File: config.mk
export PLATFORM = sky130hd
export DESIGN_NAME = apo_output_port
export DESIGN_NICKNAME = d
export VERILOG_FILES = /design/src/rtl/apo_pkg.sv /design/src/rtl/apo_pipe_if.sv /design/src/rtl/apo_latency_pipe.sv /design/src/rtl/apo_output_port.sv
export SDC_FILE = /design/constraint.sdc
export NUM_CORES = 1
export LEC_CHECK = 0
export BUFFER_PORTS_ARGS = -buffer_cell sky130_fd_sc_hd__buf_4
export CORE_MARGIN = 2
export CORE_UTILIZATION = 30
export DETAILED_ROUTE_END_ITERATION = 7
export HOLD_SLACK_MARGIN = 0.03
export PLACE_DENSITY_LB_ADDON = 0.12
export SYNTH_ARGS = -nofsm -noshare
export SYNTH_HDL_FRONTEND = slang
export SYNTH_HIERARCHICAL = 1
export SYNTH_SLANG_ARGS = --single-unit
export TNS_END_PERCENT = 1
File: constraint.sdc
create_clock -name sys_clk -period 0.8 [get_ports sys_clk]
set_input_delay 0.04 -clock sys_clk [delete_from_list [all_inputs] [get_ports sys_clk]]
set_output_delay 0.04 -clock sys_clk [all_outputs]
set_load 0.1 [all_outputs]
File: src/rtl/apo_pkg.sv
package apo_pkg;
    // width of one conversion result
    localparam int APO_CODE_W = 12;
    // edges from sampling to the result appearing on the output word
    localparam int APO_LATENCY = 7;
    // flops outside the delay line: capture flop and output flop
    localparam int APO_EDGE_FLOPS = 2;
    // inner stages of the delay line
    localparam int APO_PIPE_DEPTH = APO_LATENCY - APO_EDGE_FLOPS;
    // position of the sign bit of the quantiser result
    localparam int APO_SIGN_BIT = APO_CODE_W - 1;
    // offset binary landmarks
    localparam logic [APO_CODE_W-1:0] APO_CODE_MIDSCALE = 12'h800;
    localparam logic [APO_CODE_W-1:0] APO_CODE_TOP = 12'hfff;
    localparam logic [APO_CODE_W-1:0] APO_CODE_BOTTOM = 12'h000;
    // reset value of every code register
    localparam logic [APO_CODE_W-1:0] APO_CODE_RESET = 12'h000;

    // power state of the converter
    typedef enum logic [0:0] {
        APO_RUN = 1'b0,
        APO_SHUTDOWN = 1'b1
    } apo_power_t;
endpackage

File: src/rtl/apo_pipe_if.sv
`timescale 1ns/1ps
// signals between the port logic and its delay line
interface apo_pipe_if #(
    parameter int W = 12
);
    logic [W-1:0] code_in;
    logic valid_in;
    logic advance;
    logic flush;
    logic [W-1:0] code_out;
    logic valid_out;

    modport feed (
        output code_in,
        output valid_in,
        output advance,
        output flush,
        input code_out,
        input valid_out
    );

    modport pipe (
        input code_in,
        input valid_in,
        input advance,
        input flush,
        output code_out,
        output valid_out
    );
endinterface

File: src/rtl/apo_latency_pipe.sv
`timescale 1ns/1ps
// inner stages of the conversion pipeline
module apo_latency_pipe #(
    parameter int W = 12,
    parameter int DEPTH = 5
) (
    input wire logic sys_clk,
    input wire logic reset_n,
    apo_pipe_if.pipe link
);
    logic [W-1:0] stage_code_q [DEPTH];
    logic [DEPTH-1:0] stage_valid_q;
    logic [W-1:0] stage_src [DEPTH];
    logic [DEPTH-1:0] valid_src;

    // stage inputs: first stage takes the capture flop, the rest chain
    assign stage_src[0] = link.code_in;
    assign valid_src[0] = link.valid_in;
    genvar i;
    generate
        for (i = 1; i < DEPTH; i++)
        begin : g_src
            assign stage_src[i] = stage_code_q[i-1];
            assign valid_src[i] = stage_valid_q[i-1];
        end
    endgenerate

    // one flop per stage; codes freeze and valids drop while flushed
    generate
        for (i = 0; i < DEPTH; i++)
        begin : g_stage
            always_ff @(posedge sys_clk or negedge reset_n)
            begin
                if (!reset_n)
                begin
                    stage_code_q[i] <= '0;
                    stage_valid_q[i] <= 1'b0;
                end
                else if (link.flush)
                begin
                    stage_valid_q[i] <= 1'b0;
                end
                else if (link.advance)
                begin
                    stage_code_q[i] <= stage_src[i];
                    stage_valid_q[i] <= valid_src[i];
                end
            end
        end
    endgenerate

    assign link.code_out = stage_code_q[DEPTH-1];
    assign link.valid_out = stage_valid_q[DEPTH-1];
endmodule

File: src/rtl/apo_output_port.sv
`timescale 1ns/1ps
// Summary of operation
// - sample is taken on every rising clock edge while shutdown is low, which also advances the pipeline; falling edges do nothing.
// - result appears on the data outputs exactly seven clock cycles after sampling.
// - output enable high releases all twelve data lines; low drives them.
// - with outputs enabled and shutdown high, last code stays unchanged on outputs.
// - result is one twelve-bit word, bit 0 least significant, bit 11 most.
// - coding is offset binary; zero input gives midscale 1000 0000 0000.
module apo_output_port
    import apo_pkg::*;
#(
    parameter int CODE_W = APO_CODE_W,
    parameter int LATENCY = APO_LATENCY
) (
    input wire logic sys_clk,
    input wire logic reset_n,
    input wire logic [CODE_W-1:0] quantized_sample,
    input wire logic output_enable_n,
    input wire logic shutdown_request,
    output logic [CODE_W-1:0] sample_code_bits,
    output logic sample_code_bits_oe,
    output logic code_valid,
    output logic powered_down
);

    ////////////////////////////////////////////////////////////////////////
    // declarations

    localparam int PIPE_DEPTH = LATENCY - APO_EDGE_FLOPS;

    logic [CODE_W-1:0] offset_code_w;
    logic running_w;
    logic [CODE_W-1:0] capture_q;
    logic capture_valid_q;
    logic [CODE_W-1:0] out_code_q;
    logic out_valid_q;
    logic oe_q;
    apo_power_t power_q;
    apo_power_t power_d;

    apo_pipe_if #(.W(CODE_W)) pipe_link ();

    ////////////////////////////////////////////////////////////////////////
    // decode

    // two's complement quantiser value to offset binary by flipping the sign
    assign offset_code_w = {~quantized_sample[APO_SIGN_BIT],
                            quantized_sample[APO_SIGN_BIT-1:0]};
    // converter runs whenever shutdown is not requested
    assign running_w = !shutdown_request;
    assign power_d = shutdown_request ? APO_SHUTDOWN : APO_RUN;

    ////////////////////////////////////////////////////////////////////////
    // power state

    // track whether the converter is in shutdown
    always_ff @(posedge sys_clk or negedge reset_n)
    begin
        if (!reset_n)
        begin
            power_q <= APO_RUN;
        end
        else
        begin
            case (power_d)
                APO_RUN: power_q <= APO_RUN;
                APO_SHUTDOWN: power_q <= APO_SHUTDOWN;
                default: power_q <= APO_RUN;
            endcase
        end
    end

    ////////////////////////////////////////////////////////////////////////
    // sampling

    // take a new sample on every rising edge while running
    always_ff @(posedge sys_clk or negedge reset_n)
    begin
        if (!reset_n)
        begin
            capture_q <= APO_CODE_RESET;
            capture_valid_q <= 1'b0;
        end
        else if (running_w)
        begin
            capture_q <= offset_code_w;
            capture_valid_q <= 1'b1;
        end
        else
        begin
            capture_valid_q <= 1'b0;
        end
    end

    ////////////////////////////////////////////////////////////////////////
    // delay line

    // inner stages move one place per running edge; shutdown flushes their valids
    assign pipe_link.code_in = capture_q;
    assign pipe_link.valid_in = capture_valid_q;
    assign pipe_link.advance = running_w;
    assign pipe_link.flush = shutdown_request;

    apo_latency_pipe #(
        .W(CODE_W),
        .DEPTH(PIPE_DEPTH)
    ) u_pipe (
        .sys_clk(sys_clk),
        .reset_n(reset_n),
        .link(pipe_link)
    );

    ////////////////////////////////////////////////////////////////////////
    // output latch

    // last stage of the latency; holds the last code while shut down
    always_ff @(posedge sys_clk or negedge reset_n)
    begin
        if (!reset_n)
        begin
            out_code_q <= APO_CODE_RESET;
            out_valid_q <= 1'b0;
        end
        else if (running_w)
        begin
            out_code_q <= pipe_link.code_out;
            out_valid_q <= pipe_link.valid_out;
        end
        else
        begin
            out_valid_q <= 1'b0; // code frozen
        end
    end

    // driver enable follows the active-low enable input
    always_ff @(posedge sys_clk or negedge reset_n)
    begin
        if (!reset_n)
        begin
            oe_q <= 1'b0;
        end
        else
        begin
            oe_q <= !output_enable_n;
        end
    end

    // whole word on the bus, bit 0 is the lsb
    assign sample_code_bits = out_code_q;
    assign sample_code_bits_oe = oe_q;
    assign code_valid = out_valid_q;
    assign powered_down = (power_q == APO_SHUTDOWN);
endmodule

==> results.txt <==
----------------------------------------------------
[Critical path]
  Endpoint type of the worst setup path ... primary output
  Setup slack of the most critical reg-to-reg path ... -110 ps
  CP startpoint kind ... flop
  Crit-path cells ... buf_12
  Cell family with the largest share of critical-path delay ... flip-flops
  Worst Path Class, Setup ... reg -> out
  Worst R2R End ... sample_code_bits[1]$_DFFE_PN0N_
  Buf+Inv Stages, Crit Path ... 1
  Crit path max fanout ... 2
  Cell count of the worst reg-to-reg path ... 2
  Crit-path max cell delay ... 430 ps
  Critical-path top delay cell ... sky130_fd_sc_hd__dfrtp_2
  Data required time at the worst endpoint ... about 760 ps
  Startpoint of the lowest-slack register-to-register path ... sample_code_bits[1]$_DFFE_PN0N_
  Arrival time of the worst setup path ... 930 ps

[Timing]
  Period utilisation layout ... 121%
  Fmax ... 1030 MHz
  Final Worst Setup Slack ... -168 ps
  RSZ-0062 raised after global routing ... true
  Worst clock skew ... 4.40 ps
  Clock period minus final worst setup slack ... 968 ps
  Final setup viols ... 22
  Worst slew margin relative to its limit ... 77.2%
  Count of final max-slew check failures ... 0
  Slew of the pin with the lowest slew margin ... 342 ps
  Final hold violation count ... 0

[Clock network]
  Num Clock Sinks ... 93
  Root buf cell ... sky130_fd_sc_hd__clkbuf_16
  Maximum buffer depth of the clock tree ... 2
  Total CTS buffers ... 9
  H-tree depth ... 3
  Clock latency at the later pin of the worst-skew pair ... between 300 and 400 ps
  Clock edge transition at the registers on the reported setup and hold paths ... 60 ps
  CTS tree ... built

[Global routing]
  Largest net degree at the start of global routing ... 61
  Overflow after GRT ... 0
  Wire length of the first global-routing pass ... 9150 µm
  Total track usage ... around 8.4%
  Number of antenna violations at the first check in global routing ... 0
  Via count of the first global-routing pass ... 1769

[Status]
  Violated checks ... setup timing
  Outcome ... finished with violations

[Yosys]
  Count of mapped cells out of synthesis ... about 220
  Count of different cell masters after synthesis ... 13
  Part of the Yosys area used for sequential elements ... 59.1%
  Post-Synthesis Cell Area ... 0.00394 mm²
  Dominant cells by area after synthesis ... sky130_fd_sc_hd__dfrtp_1, sky130_fd_sc_hd__mux2_4, sky130_fd_sc_hd__buf_12, sky130_fd_sc_hd__buf_4, sky130_fd_sc_hd__mux2_2
  Count of yosys warnings during synthesis ... 6
  Cell type contributing the most total cell area after synthesis ... sky130_fd_sc_hd__dfrtp_1
  Synthesized Nets ... between 200 and 250
  Fraction of synthesized cell area taken by the top area cell type ... 59.1%
  Register bit total from synthesis ... between 90 and 100
  Average footprint of a synthesized cell ... roughly 18 µm²

[Cells and area]
  Fraction of final layout cells with drive strength greater than 1 ... 58.2%
  Post-synthesis to final-layout area growth ... 24.3%
  Final-layout fill cell count ... around 1200
  Area of all placed cells without fillers ... 0.00489 mm²
  Final std cells w/o fill ... 440
  Number of diodes ... 0
  Post-layout net count ... 279

[Floorplanning]
  I/O pin total ... 31
  Placeable core region ... ~0.013 mm²
  Die height ... approximately 120 µm
  Die area ... 0.0141 mm²
  Starting density of the core ... 30.9%
  Number of placement rows ... 41
  Die Width ... roughly 120 µm

[Detailed routing]
  Via Count ... around 1700
  Number of optimization iterations in the first detailed-route pass ... 4
  First DRT Iteration DRCs ... 39
  Remaining antenna violation count after routing ... 0
  Post-detailed-route DRC marker count ... 0
  Vias per cell ... 3.88
  Total detailed-routing wirelength ... 5370 µm
  Average routed wire per standard cell ... 12.2 µm

[Min path]
  Worst Hold Class ... in -> async

[Placement]
  Detailed placement HPWL ... around 3400 µm
  # placed instances ... 403
  Port Buffer Count ... 30
  Final weighted congestion in routability-driven placement ... 0.608
  Dpl cell area ... 0.00424 mm²

[Run]
  # Max-Cap Violations ... 0

[Pwr]
  Static leakage power ... 0.00237 µW
  Power per cell area ... 3620 mW/mm²
  Peak VDD IR ... between 0.9 and 1 mV

----------------------------------------------------
[through the flow]
stage / setup WS, ps / total power (µW) / hold WS (ps) / utilization (%) / TNS (ps)
after CTS: -183 / 17700 / 41.5 / 38.1 / -3330
after global routing: -199 / 18600 / 53.9 / 38.5 / -3730
after global placement: -205 / 12500 / -145 / 33.3 / -13720
after floorplan: -414 / 12000 / -256 / - / -28010
final: -168 / 17700 / 53.6 / 38.5 / -3070
after detailed placement: -207 / 12600 / -143 / 33.3 / -13930
[report_power, final]
group          total, µW  switching, µW  internal, µW
logic               6460           3030          3440
clock network       4000           1640          2360
registers           7240            990          6250
total              17700           5660         12000
[cells by family after synthesis]
group	Yosys count	synth area share [%]
compound gates	1	0.127
buf+inv	25	7.41
flops	93	59.1
mux	88	32.3
simple gates	8	1.08
[Yosys cell counts (all sizes together)]
library cell,n
nand2,1
buf,23
nor2b,1
nor2,5
mux2,83
o21ai,1
nand2b,1
inv,2
mux2i,5
dfrtp,93
[flip-flops by register name, summed over array words and instances (netlist names)]
signal                 count
u_pipe/stage_code_q       48
u_pipe/link.code_out      12
u_pipe/stage_valid_q       4
powered_down               1
code_valid                 1
sample_code_bits_oe        1
capture_valid_q            1
u_pipe/link.valid_out      1
sample_code_bits          12
capture_q                 12
[how the worst max path moves through the flow]
stage                                          start                                   to  slack [ps]  cells past startpoint
floorplan                           shutdown_request  u_pipe/link.code_out[0]$_DFFE_PN0P_        -410                      8
finish               sample_code_bits[3]$_DFFE_PN0N_                  sample_code_bits[3]        -170                      1
global placement                    shutdown_request      sample_code_bits[0]$_DFFE_PN0N_        -210                      3
detailed placement                  shutdown_request  u_pipe/stage_code_q[15]$_DFFE_PN0P_        -210                      4
CTS                  sample_code_bits[9]$_DFFE_PN0N_                  sample_code_bits[9]        -180                      1
global route        sample_code_bits[11]$_DFFE_PN0N_                 sample_code_bits[11]        -200                      1
[final cells by class]
cell class	count	area, µm²	area share, %
inverters	2	10.0	0.205
clock inverters	1	5.00	0.102
flip-flops and latches	93	2340	47.9
well taps	172	215	4.40
repair buffers	60	724	14.8
multi-input cells	97	1320	26.9
clock buffers	15	278	5.68
[what timing repair did]
action                                 in CTS  in global routing
setup buffers                               6                  1
setup endpoints to repair                  15                 24
hold buffers                               14                  0
endpoints found under the hold margin     106                  0
resized for setup                          34                 10
cloned                                      0                  0
[per-layer routing]
layer | part of all wire [%] | vias to the layer above | wire length [µm] | track usage [%]
met5 | 0 | - | 0 | 0
met3 | 3.3 | 8 | 178 | 2.27
met4 | 2.2 | 0 | 119 | 5.80
li1 | - | 838 | - | -
met2 | 41 | 29 | 2210 | 10.8
met1 | 53 | 833 | 2860 | 12.1
[worst reg2reg max path: cells and delay by family (launching register included)]
kind / cells / cell delay [ps]
buffers and inverters: 1 / 140
muxes: 1 / 240
DFF: 1 / 420
[cell usage in the layout, fill, tap and decap left out]
cell type,synthesis,routed
sky130_fd_sc_hd__buf_12,8,14
sky130_fd_sc_hd__buf_4,12,20
sky130_fd_sc_hd__buf_6,3,7
sky130_fd_sc_hd__buf_8,0,5
sky130_fd_sc_hd__clkbuf_1,0,3
sky130_fd_sc_hd__clkbuf_16,0,9
sky130_fd_sc_hd__clkbuf_8,0,3
sky130_fd_sc_hd__clkinv_2,0,1
sky130_fd_sc_hd__dfrtp_1,93,81
sky130_fd_sc_hd__dfrtp_2,0,12
sky130_fd_sc_hd__dlygate4sd3_1,0,14
sky130_fd_sc_hd__inv_1,2,1
sky130_fd_sc_hd__inv_4,0,1
sky130_fd_sc_hd__mux2_2,7,7
sky130_fd_sc_hd__mux2_4,76,76
sky130_fd_sc_hd__mux2i_1,5,5
sky130_fd_sc_hd__nand2_1,1,1
sky130_fd_sc_hd__nand2b_4,1,1
sky130_fd_sc_hd__nor2_1,5,5
sky130_fd_sc_hd__nor2b_1,1,1
sky130_fd_sc_hd__o21ai_0,1,1
No activity file was read; power rests on OpenSTA's default activity.
